--- src/shared/jti_pkg.sv ---
// Purpose: Shared constants and types for the boundary-scan test access port logic.
// Assumes: Test clock, mode select, serial input and test reset arrive as pins and are
//          oversampled by the system clock.
// Notes: Instruction codes, capture patterns and controller state codes live here only.
`default_nettype none

package jti_pkg;

    // Instruction register width and the fixed pattern loaded in Capture_IR.
    localparam int IR_W = 5;
    localparam logic [IR_W-1:0] IR_CAPTURE_VAL = 5'h01;

    // Public instruction codes.
    localparam logic [IR_W-1:0] OP_EXTEST = 5'h00;
    localparam logic [IR_W-1:0] OP_SAMPLE = 5'h01;
    localparam logic [IR_W-1:0] OP_CLAMP = 5'h04;
    localparam logic [IR_W-1:0] OP_HIGHZ = 5'h08;
    localparam logic [IR_W-1:0] OP_IDCODE = 5'h1E;
    localparam logic [IR_W-1:0] OP_BYPASS = 5'h1F;

    // Debug access instruction codes; their private registers are not part of this block.
    localparam logic [IR_W-1:0] OP_DBG_RX = 5'h02;
    localparam logic [IR_W-1:0] OP_LOAD_CACHE = 5'h07;
    localparam logic [IR_W-1:0] OP_DBG_CTRL = 5'h09;
    localparam logic [IR_W-1:0] OP_DBG_TX = 5'h10;

    // Identification register width and the value the bypass cell captures.
    localparam int ID_W = 32;
    localparam logic BYP_CAPTURE_VAL = 1'b0;

    // Default identification value; the value is arbitrary, bit 0 set as the standard expects.
    localparam logic [ID_W-1:0] ID_VALUE_DEF = 32'h0A5C_0001;

    // Default number of boundary cells and event buffer depth.
    localparam int BSR_W_DEF = 16;
    localparam int EVT_DEPTH_DEF = 16;

    // One sampled test clock edge with the serial inputs seen at that instant.
    typedef struct packed {
        logic rise;
        logic tms;
        logic tdi;
    } jti_evt_t;

    // Sixteen controller states, one-hot.
    typedef enum logic [15:0] {
        ST_TLR = 16'h0001,
        ST_RTI = 16'h0002,
        ST_SEL_DR = 16'h0004,
        ST_CAP_DR = 16'h0008,
        ST_SH_DR = 16'h0010,
        ST_EX1_DR = 16'h0020,
        ST_PAU_DR = 16'h0040,
        ST_EX2_DR = 16'h0080,
        ST_UPD_DR = 16'h0100,
        ST_SEL_IR = 16'h0200,
        ST_CAP_IR = 16'h0400,
        ST_SH_IR = 16'h0800,
        ST_EX1_IR = 16'h1000,
        ST_PAU_IR = 16'h2000,
        ST_EX2_IR = 16'h4000,
        ST_UPD_IR = 16'h8000
    } jti_state_t;

endpackage

`default_nettype wire

--- src/logic/jti_evt_fifo.sv ---
// Purpose: Flip-flop FIFO carrying sampled test clock edge events to the controller.
// Assumes: Single clock, synchronous active-high reset.
// Notes: Depth must be a power of two; full and empty come from a pointer pair with a wrap bit.
`timescale 1ns/100ps
`default_nettype none

module jti_evt_fifo #(
    parameter int W = 3,
    parameter int DEPTH = 16
) (
    input wire logic clk,
    input wire logic rst,
    input wire logic in_valid,
    output logic in_ready,
    input wire logic [W-1:0] in_data,
    output logic out_valid,
    input wire logic out_ready,
    output logic [W-1:0] out_data
);

    localparam int AW = $clog2(DEPTH);

    logic [W-1:0] mem_r [DEPTH];
    logic [AW:0] wr_ptr_r;
    logic [AW:0] rd_ptr_r;
    logic full;
    logic empty;

    // Full when the pointers differ only in the wrap bit; empty when they are equal.
    assign full = (wr_ptr_r[AW] != rd_ptr_r[AW]) && (wr_ptr_r[AW-1:0] == rd_ptr_r[AW-1:0]);
    assign empty = (wr_ptr_r == rd_ptr_r);
    assign in_ready = !full;
    assign out_valid = !empty;
    assign out_data = mem_r[rd_ptr_r[AW-1:0]];

    // Write side.
    always_ff @(posedge clk) begin
        if (rst) begin
            wr_ptr_r <= '0;
        end else if (in_valid && !full) begin
            mem_r[wr_ptr_r[AW-1:0]] <= in_data;
            wr_ptr_r <= wr_ptr_r + (AW+1)'(1);
        end
    end

    // Read side.
    always_ff @(posedge clk) begin
        if (rst) begin
            rd_ptr_r <= '0;
        end else if (out_ready && !empty) begin
            rd_ptr_r <= rd_ptr_r + (AW+1)'(1);
        end
    end

endmodule // jti_evt_fifo

`default_nettype wire

--- src/logic/jti_tap.sv ---
// Purpose: Boundary-scan test access port: controller, instruction register, decoder and the
//          bypass, identification and boundary data paths, all oversampled on SYS_CLK.
// Assumes: Test pins are asynchronous to SYS_CLK and the test clock is well below SYS_CLK/4.
// Notes: Test clock edges become events in a FIFO; TAP_HOLD stalls the controller.
`timescale 1ns/100ps
`default_nettype none

module jti_tap #(
    parameter int BSR_W = jti_pkg::BSR_W_DEF,
    parameter int EVT_DEPTH = jti_pkg::EVT_DEPTH_DEF,
    parameter logic [jti_pkg::ID_W-1:0] ID_VALUE = jti_pkg::ID_VALUE_DEF
) (
    input wire logic SYS_CLK,
    input wire logic SYS_RST,
    input wire logic TCK,
    input wire logic TMS,
    input wire logic TDI,
    input wire logic TRST_N,
    input wire logic CHIP_RST_N,
    input wire logic TAP_HOLD,
    input wire logic [BSR_W-1:0] PIN_IN,
    input wire logic [BSR_W-1:0] CORE_OUT,
    input wire logic [BSR_W-1:0] CORE_OE,
    output logic TDO,
    output logic TDO_OE,
    output logic [BSR_W-1:0] PIN_OUT,
    output logic [BSR_W-1:0] PIN_OE,
    output logic EVT_OVERRUN
);

    // Pin synchronisers: the first stage feeds only the second.
    logic tck_s1_r, tck_s2_r, tck_d3_r;
    logic tms_s1_r, tms_s2_r;
    logic tdi_s1_r, tdi_s2_r;
    logic trst_n_s1_r, trst_n_s2_r;
    logic crst_n_s1_r, crst_n_s2_r, crst_n_d3_r;
    logic [BSR_W-1:0] pin_s1_r, pin_s2_r;

    // Event path.
    jti_pkg::jti_evt_t evt_in;
    jti_pkg::jti_evt_t evt_out;
    logic evt_push, evt_in_ready, evt_valid, evt_pop;

    // Controller and registers.
    jti_pkg::jti_state_t state_r, state_nxt;
    logic [jti_pkg::IR_W-1:0] ir_shift_r;
    logic [jti_pkg::IR_W-1:0] ir_r;
    logic byp_r;
    logic [jti_pkg::ID_W-1:0] id_r;
    logic [BSR_W-1:0] bsr_r;
    logic [BSR_W-1:0] bsr_upd_r;
    logic float_r;
    logic tdo_r, tdo_oe_r, overrun_r;
    logic [BSR_W-1:0] pin_out_r, pin_oe_r;

    // Decoded selections.
    logic sel_bsr, sel_id, drive_from_bsr, float_now;
    logic do_rise, do_fall;

    // Two flip-flops on every asynchronous pin; pull-ups on mode select and serial input and
    // the pull-down on test reset sit in the pads.
    always_ff @(posedge SYS_CLK) begin
        if (SYS_RST) begin
            tck_s1_r <= 1'b0;
            tck_s2_r <= 1'b0;
            tck_d3_r <= 1'b0;
            tms_s1_r <= 1'b1;
            tms_s2_r <= 1'b1;
            tdi_s1_r <= 1'b1;
            tdi_s2_r <= 1'b1;
            trst_n_s1_r <= 1'b0;
            trst_n_s2_r <= 1'b0;
            crst_n_s1_r <= 1'b0;
            crst_n_s2_r <= 1'b0;
            crst_n_d3_r <= 1'b0;
            pin_s1_r <= '0;
            pin_s2_r <= '0;
        end else begin
            tck_s1_r <= TCK;
            tck_s2_r <= tck_s1_r;
            tck_d3_r <= tck_s2_r;
            tms_s1_r <= TMS;
            tms_s2_r <= tms_s1_r;
            tdi_s1_r <= TDI;
            tdi_s2_r <= tdi_s1_r;
            trst_n_s1_r <= TRST_N;
            trst_n_s2_r <= trst_n_s1_r;
            crst_n_s1_r <= CHIP_RST_N;
            crst_n_s2_r <= crst_n_s1_r;
            crst_n_d3_r <= crst_n_s2_r;
            pin_s1_r <= PIN_IN;
            pin_s2_r <= pin_s1_r;
        end
    end

    // An edge of the synchronised test clock becomes one event; mode select and serial input
    // are taken with it, so only rising events carry meaningful inputs. No edge, no event,
    // which is why a stopped test clock leaves the controller and scan registers untouched.
    assign evt_push = (tck_s2_r != tck_d3_r) && trst_n_s2_r;
    assign evt_in.rise = tck_s2_r;
    assign evt_in.tms = tms_s2_r;
    assign evt_in.tdi = tdi_s2_r;

    // Event buffer; the controller may be stalled by TAP_HOLD and catches up afterwards.
    jti_evt_fifo #(
        .W($bits(jti_pkg::jti_evt_t)),
        .DEPTH(EVT_DEPTH)
    ) u_evt_fifo (
        .clk(SYS_CLK),
        .rst(SYS_RST || !trst_n_s2_r),
        .in_valid(evt_push),
        .in_ready(evt_in_ready),
        .in_data(evt_in),
        .out_valid(evt_valid),
        .out_ready(evt_pop),
        .out_data(evt_out)
    );

    assign evt_pop = evt_valid && !TAP_HOLD && trst_n_s2_r;
    assign do_rise = evt_pop && evt_out.rise;
    assign do_fall = evt_pop && !evt_out.rise;

    // A lost edge cannot be recovered, so it is flagged until test reset clears it.
    always_ff @(posedge SYS_CLK) begin
        if (SYS_RST || !trst_n_s2_r) begin
            overrun_r <= 1'b0;
        end else if (evt_push && !evt_in_ready) begin
            overrun_r <= 1'b1;
        end
    end

    // Instruction decode. Extest and sample use the boundary register, idcode the
    // identification register; everything else, debug, private and unused codes included,
    // falls back to the bypass cell.
    always_comb begin
        sel_bsr = 1'b0;
        sel_id = 1'b0;
        drive_from_bsr = 1'b0;
        unique case (ir_r)
            jti_pkg::OP_EXTEST: begin
                sel_bsr = 1'b1;
                drive_from_bsr = 1'b1;
            end
            jti_pkg::OP_SAMPLE: begin
                sel_bsr = 1'b1;
            end
            jti_pkg::OP_CLAMP: begin
                drive_from_bsr = 1'b1;
            end
            jti_pkg::OP_IDCODE: begin
                sel_id = 1'b1;
            end
            default: begin
                sel_bsr = 1'b0;
            end
        endcase
    end

    // Outputs float only while highz is the active instruction and the request was seen.
    assign float_now = float_r && (ir_r == jti_pkg::OP_HIGHZ);

    // Controller next state, advanced by mode select on rising edges.
    always_comb begin
        state_nxt = state_r;
        unique case (state_r)
            jti_pkg::ST_TLR: state_nxt = evt_out.tms ? jti_pkg::ST_TLR : jti_pkg::ST_RTI;
            jti_pkg::ST_RTI: state_nxt = evt_out.tms ? jti_pkg::ST_SEL_DR : jti_pkg::ST_RTI;
            jti_pkg::ST_SEL_DR: state_nxt = evt_out.tms ? jti_pkg::ST_SEL_IR : jti_pkg::ST_CAP_DR;
            jti_pkg::ST_CAP_DR: state_nxt = evt_out.tms ? jti_pkg::ST_EX1_DR : jti_pkg::ST_SH_DR;
            jti_pkg::ST_SH_DR: state_nxt = evt_out.tms ? jti_pkg::ST_EX1_DR : jti_pkg::ST_SH_DR;
            jti_pkg::ST_EX1_DR: state_nxt = evt_out.tms ? jti_pkg::ST_UPD_DR : jti_pkg::ST_PAU_DR;
            jti_pkg::ST_PAU_DR: state_nxt = evt_out.tms ? jti_pkg::ST_EX2_DR : jti_pkg::ST_PAU_DR;
            jti_pkg::ST_EX2_DR: state_nxt = evt_out.tms ? jti_pkg::ST_UPD_DR : jti_pkg::ST_SH_DR;
            jti_pkg::ST_UPD_DR: state_nxt = evt_out.tms ? jti_pkg::ST_SEL_DR : jti_pkg::ST_RTI;
            jti_pkg::ST_SEL_IR: state_nxt = evt_out.tms ? jti_pkg::ST_TLR : jti_pkg::ST_CAP_IR;
            jti_pkg::ST_CAP_IR: state_nxt = evt_out.tms ? jti_pkg::ST_EX1_IR : jti_pkg::ST_SH_IR;
            jti_pkg::ST_SH_IR: state_nxt = evt_out.tms ? jti_pkg::ST_EX1_IR : jti_pkg::ST_SH_IR;
            jti_pkg::ST_EX1_IR: state_nxt = evt_out.tms ? jti_pkg::ST_UPD_IR : jti_pkg::ST_PAU_IR;
            jti_pkg::ST_PAU_IR: state_nxt = evt_out.tms ? jti_pkg::ST_EX2_IR : jti_pkg::ST_PAU_IR;
            jti_pkg::ST_EX2_IR: state_nxt = evt_out.tms ? jti_pkg::ST_UPD_IR : jti_pkg::ST_SH_IR;
            jti_pkg::ST_UPD_IR: state_nxt = evt_out.tms ? jti_pkg::ST_SEL_DR : jti_pkg::ST_RTI;
            default: state_nxt = jti_pkg::ST_TLR;
        endcase
    end

    // Controller state. Test reset low acts on the synchronised level alone, with no test
    // clock edge needed.
    always_ff @(posedge SYS_CLK) begin
        if (SYS_RST || !trst_n_s2_r) begin
            state_r <= jti_pkg::ST_TLR;
        end else if (do_rise) begin
            state_r <= state_nxt;
        end
    end

    // Instruction shift stage: capture the fixed pattern, then shift with input at the MSB.
    always_ff @(posedge SYS_CLK) begin
        if (SYS_RST || !trst_n_s2_r) begin
            ir_shift_r <= jti_pkg::OP_IDCODE;
        end else if (do_rise) begin
            if (state_r == jti_pkg::ST_CAP_IR) begin
                ir_shift_r <= jti_pkg::IR_CAPTURE_VAL;
            end else if (state_r == jti_pkg::ST_SH_IR) begin
                ir_shift_r <= {evt_out.tdi, ir_shift_r[jti_pkg::IR_W-1:1]};
            end
        end
    end

    // Latched instruction: changes only at Update_IR or in Test_Logic_Reset, on a falling edge.
    always_ff @(posedge SYS_CLK) begin
        if (SYS_RST || !trst_n_s2_r) begin
            ir_r <= jti_pkg::OP_IDCODE;
        end else if (do_fall) begin
            if (state_r == jti_pkg::ST_UPD_IR) begin
                ir_r <= ir_shift_r;
            end else if (state_r == jti_pkg::ST_TLR) begin
                ir_r <= jti_pkg::OP_IDCODE;
            end
        end
    end

    // Bypass cell: captures zero and shifts whenever bypass is the selected path.
    always_ff @(posedge SYS_CLK) begin
        if (SYS_RST) begin
            byp_r <= jti_pkg::BYP_CAPTURE_VAL;
        end else if (do_rise && !sel_bsr && !sel_id) begin
            if (state_r == jti_pkg::ST_CAP_DR) begin
                byp_r <= jti_pkg::BYP_CAPTURE_VAL;
            end else if (state_r == jti_pkg::ST_SH_DR) begin
                byp_r <= evt_out.tdi;
            end
        end
    end

    // Identification register: parallel load of the fixed value, then a shift that takes the
    // serial input in at the MSB; shifted-in bits stay until the next capture reloads the value.
    always_ff @(posedge SYS_CLK) begin
        if (SYS_RST) begin
            id_r <= ID_VALUE;
        end else if (do_rise && sel_id) begin
            if (state_r == jti_pkg::ST_CAP_DR) begin
                id_r <= ID_VALUE;
            end else if (state_r == jti_pkg::ST_SH_DR) begin
                id_r <= {evt_out.tdi, id_r[jti_pkg::ID_W-1:1]};
            end
        end
    end

    // Boundary shift cells: capture pin values, shift toward the serial output.
    always_ff @(posedge SYS_CLK) begin
        if (SYS_RST) begin
            bsr_r <= '0;
        end else if (do_rise && sel_bsr) begin
            if (state_r == jti_pkg::ST_CAP_DR) begin
                bsr_r <= pin_s2_r;
            end else if (state_r == jti_pkg::ST_SH_DR) begin
                bsr_r <= {evt_out.tdi, bsr_r[BSR_W-1:1]};
            end
        end
    end

    // Boundary slave cells: copied on the falling edge in Update_DR. Under clamp nothing
    // writes them, so the clamped values hold for as long as clamp stays active.
    always_ff @(posedge SYS_CLK) begin
        if (SYS_RST) begin
            bsr_upd_r <= '0;
        end else if (do_fall && sel_bsr && state_r == jti_pkg::ST_UPD_DR) begin
            bsr_upd_r <= bsr_r;
        end
    end

    // Float request: the highz instruction is looked at when chip reset is released.
    always_ff @(posedge SYS_CLK) begin
        if (SYS_RST) begin
            float_r <= 1'b0;
        end else if (crst_n_s2_r && !crst_n_d3_r) begin
            float_r <= (ir_r == jti_pkg::OP_HIGHZ);
        end
    end

    // Serial output: updated on falling edges only, driven only in the two shift states so
    // that several devices can share the line.
    always_ff @(posedge SYS_CLK) begin
        if (SYS_RST || !trst_n_s2_r) begin
            tdo_r <= 1'b0;
            tdo_oe_r <= 1'b0;
        end else if (do_fall) begin
            tdo_oe_r <= (state_r == jti_pkg::ST_SH_IR) || (state_r == jti_pkg::ST_SH_DR);
            if (state_r == jti_pkg::ST_SH_IR) begin
                tdo_r <= ir_shift_r[0];
            end else if (sel_id) begin
                tdo_r <= id_r[0];
            end else if (sel_bsr) begin
                tdo_r <= bsr_r[0];
            end else begin
                tdo_r <= byp_r;
            end
        end
    end

    // Pin drivers. The core's own values pass through unless extest or clamp take the pins or highz floats the enables;
    // the extra register stage costs one system clock of latency on functional outputs.
    always_ff @(posedge SYS_CLK) begin
        if (SYS_RST) begin
            pin_out_r <= '0;
            pin_oe_r <= '0;
        end else begin
            pin_out_r <= drive_from_bsr ? bsr_upd_r : CORE_OUT;
            if (float_now) begin
                pin_oe_r <= '0;
            end else if (drive_from_bsr) begin
                pin_oe_r <= '1;
            end else begin
                pin_oe_r <= CORE_OE;
            end
        end
    end

    assign TDO = tdo_r;
    assign TDO_OE = tdo_oe_r;
    assign PIN_OUT = pin_out_r;
    assign PIN_OE = pin_oe_r;
    assign EVT_OVERRUN = overrun_r;

endmodule // jti_tap

`default_nettype wire

--- config.mk ---
export PLATFORM = sky130hd
export DESIGN_NAME = jti_tap
export DESIGN_NICKNAME = d
export VERILOG_FILES = /design/src/shared/jti_pkg.sv /design/src/logic/jti_evt_fifo.sv /design/src/logic/jti_tap.sv
export SDC_FILE = /design/constraint.sdc
export NUM_CORES = 1
export LEC_CHECK = 0
export BUFFER_PORTS_ARGS = -buffer_cell sky130_fd_sc_hd__buf_2
export CORE_MARGIN = 1.5
export CORE_UTILIZATION = 63
export CTS_CLUSTER_SIZE = 40
export DETAILED_ROUTE_END_ITERATION = 12
export PLACE_DENSITY = 0.88
export REMOVE_ABC_BUFFERS = 1
export SETUP_SLACK_MARGIN = 0.15
export SLEW_MARGIN = 20
export SYNTH_ARGS = -nofsm -noshare
export SYNTH_HDL_FRONTEND = slang
export SYNTH_HIERARCHICAL = 1
export SYNTH_SLANG_ARGS = --single-unit
--- constraint.sdc ---
create_clock -name SYS_CLK -period 4.38 [get_ports SYS_CLK]
set_input_delay 0.657 -clock SYS_CLK [delete_from_list [all_inputs] [get_ports SYS_CLK]]
set_output_delay 0.657 -clock SYS_CLK [all_outputs]
set_load 0.02 [all_outputs]
==> run metrics <==
worst min-delay path category=primary input to register; critical-path cell list=mux4_1 -> mux4_2 -> nand2_1 -> buf_4 -> or4_1 -> nand2_1 -> a21oi_1; top_reg_cell synth=dfxtp_1; CTS resizes=0; Top Ports=just over 90; Clk pin slew, worst setup/hold paths=0.07 ns; Residual DRC=0; min Tclk post-route=3.51 ns; WL final=about 19000 microns; final slew viol count=0; run status=complete, no violations; die height=around 120 microns; setup_tns=0 ns; largest area contributor in the netlist=dfxtp_1; post-synthesis cell type count=73; Hold Slack=between 0.3 and 0.4 ns; first-pass GRT wire length=around 30000 microns; number of global-route vias before repair=approximately 6000; RePlAce Congestion=approximately 0.83; post-DP HPWL=~12000 microns; final hold vios=0; post-synthesis sequential area ratio=a little under three fifths; nets=between 900 and 1000; largest net degree at the start of global routing=68; Max-slew headroom=between 30 and 40%; clk sinks=approximately 230; n_diodes=0; average wire per standard cell=16.7 microns; FF+latch count, synth=roughly 230; CTS Buffer Depth=3; Rows=between 40 and 50; Congestion Overflow GR=0; slowest cell on the critical path=dfxtp_1; Largest stage delay, worst path=roughly 0.76 ns; RSZ-0062 raised after global routing=no; Worst VDD drop=0.355 mV; total CTS buffers=22; clock root buffer=clkbuf_16; share of the synthesized area in the top cell type=about two fifths; vias per inst=~5.9; CP Launch Type=register; I/O Buffers=90; Max Cap Viol=0; clk_skew=roughly 0.013 ns; fraction of layout cells with a size suffix above 1=18.6%; initial detailed-routing violation count=around 440; postcts setup bufs=0; Worst Max-Slew Pin Slew=a little over 1 ns; multi-input logic area=around 0.0037 sq mm; Top cell by count, worst path=nand2_1; worst skew pair latency=slightly above 0.5 ns; critical path class=register to register; crit-path max FO=26; required time of the critical path=4.81 ns; die area=0.0153 sq mm; cells after synthesis=roughly 870; fraction of registers with async set/reset=0%; Tot GR Track Use=24.7%; Pwr Density=between 400 and 500 mW/mm^2; Area growth syn-to-layout=13.8%; Syn Std Cell Area=~0.0092 sq mm; router iterations before antenna repair=4; H-tree depth=1; number of warnings issued by yosys=6; via count=between 6000 and 7000; crit end category=register; initial antenna violation count=0; Tcrit/Tclk final=80.0%; CTS tree=yes; P_leak=around 3.7 nW; Fillers=approximately 870; CP Data Arrival Time=between 3 and 4 ns; # hold bufs at CTS=0; syn avg cell area=around 11 sq um; sequential cell area=0.00514 sq mm; endpoints failing setup=0; antenna-violating nets left=0; Die Wd=around 120 microns; Initial Util=between 60% and 70%; Post-synth EDFFs=48; CORE AREA=between 0.01 and 0.015 sq mm; largest cells by area after synthesis=dfxtp_1, edfxtp_1, nand2_1, a21oi_1, nor2b_1; maximum clock frequency=~290 MHz
[cells in the final DEF (no fill, tap or decap), types with 12 or more instances in the layout]
cell and instances:
a21oi_1 62, a311oi_1 16, buf_2 89, clkbuf_16 24
dfxtp_1 185, edfxtp_1 48, mux2i_1 20, nand2_1 114
nand3_1 26, nor2_1 61, nor2b_1 50, nor3_1 29
nor4_1 12, o21a_1 17
[layer usage]
layer  global-route usage [%]  up-vias  part of all wire (%)
li1                         -     3210                     -
met1                     30.6     3094                    41
met2                     43.9      233                    51
met3                     3.66       43                   5.9
met4                     9.34        0                   2.8
met5                        0        -                     0
[layout make-up]
type / instances / area share [%]
well taps: 180 / 2.16
flip-flops and latches: 233 / 49.3
multi-input cells: 557 / 35.3
inverters: 11 / 0.396
clock buffers: 30 / 6.45
repair buffers: 99 / 4.99
clock inverters: 9 / 1.32
[through the flow]
| step | power, mW | util (%) | worst slack, ns | std cells | area, sq um |
|---|---|---|---|---|---|
| 2_1_floorplan | 2.33 | - | 0.726 | 801 | 8850 |
| 3_3_place_gp | 2.40 | 68.5 | 1.10 | 1080 | 9610 |
| 3_5_place_dp | 2.40 | 68.5 | 0.933 | 1080 | 9610 |
| 4_1_cts | 4.44 | 74.2 | 0.837 | 1119 | 10400 |
| 5_1_grt | 4.54 | 74.3 | 0.661 | 1119 | 10400 |
| 6_report | 4.41 | 74.3 | 0.875 | 1119 | 10400 |
[path summary, 6_finish.rpt]
check | startpoint | end | slack, ns | cells past startpoint
setup / recovery | register | id_r[6] | 0.87 | 7
hold reg to reg | tms_s1_r | tms_s2_r | 0.42 | 1
hold / removal | TDI | tdi_s1_r | 0.34 | 2
setup reg to reg | register | id_r[6] | 0.87 | 7
[flip-flops by register name, summed over array words and instances, names as in the netlist, 5 cells and up, named ones only]
register and cells:
u_evt_fifo/wr_ptr_r 5, id_r 32, pin_s1_r 16, PIN_OUT 16, bsr_upd_r 16, PIN_OE 16
state_r 16, u_evt_fifo/rd_ptr_r 5, ir_shift_r 5, bsr_r 16, ir_r 5, pin_s2_r 16
u_evt_fifo/mem_r 48
[critical path, delay by kind of cell, from the launching register on]
family / cells / cell delay (ns)
flops: 1 / 0.76
mux: 2 / 1.17
buf+inv: 1 / 0.28
compound gates: 1 / 0.19
simple gates: 3 / 1.02
[power breakdown]
group          internal (mW)  switching [mW]
logic                 0.0499          0.0692
registers               2.22          0.0136
clock network           1.26           0.799
total                   3.53           0.882
[Yosys cell counts (10+ instances only)]
cell type and count:
o21a_1 17, mux2i_1 20, a311oi_1 16, nor4_1 13, a21oi_1 63, clkbuf_1 43
nor3_1 29, nor2b_1 50, edfxtp_1 48, nand3_1 26, nand4_1 11, nor2_1 61
nand2_1 114, inv_1 10, buf_2 14, dfxtp_1 185
[cells by family after synthesis]
| logic type | count (synthesis) | share of synthesized area [%] |
|---|---|---|
| mux | 42 | 7.02 |
| xor+xnor | 13 | 1.32 |
| buf+inv | 78 | 3.94 |
| simple gates | 355 | 20.5 |
| compound gates | 142 | 10.4 |
| flops | 233 | 56.1 |
| fa+ha+maj | 5 | 0.682 |
(Power assumes the default switching activity.)
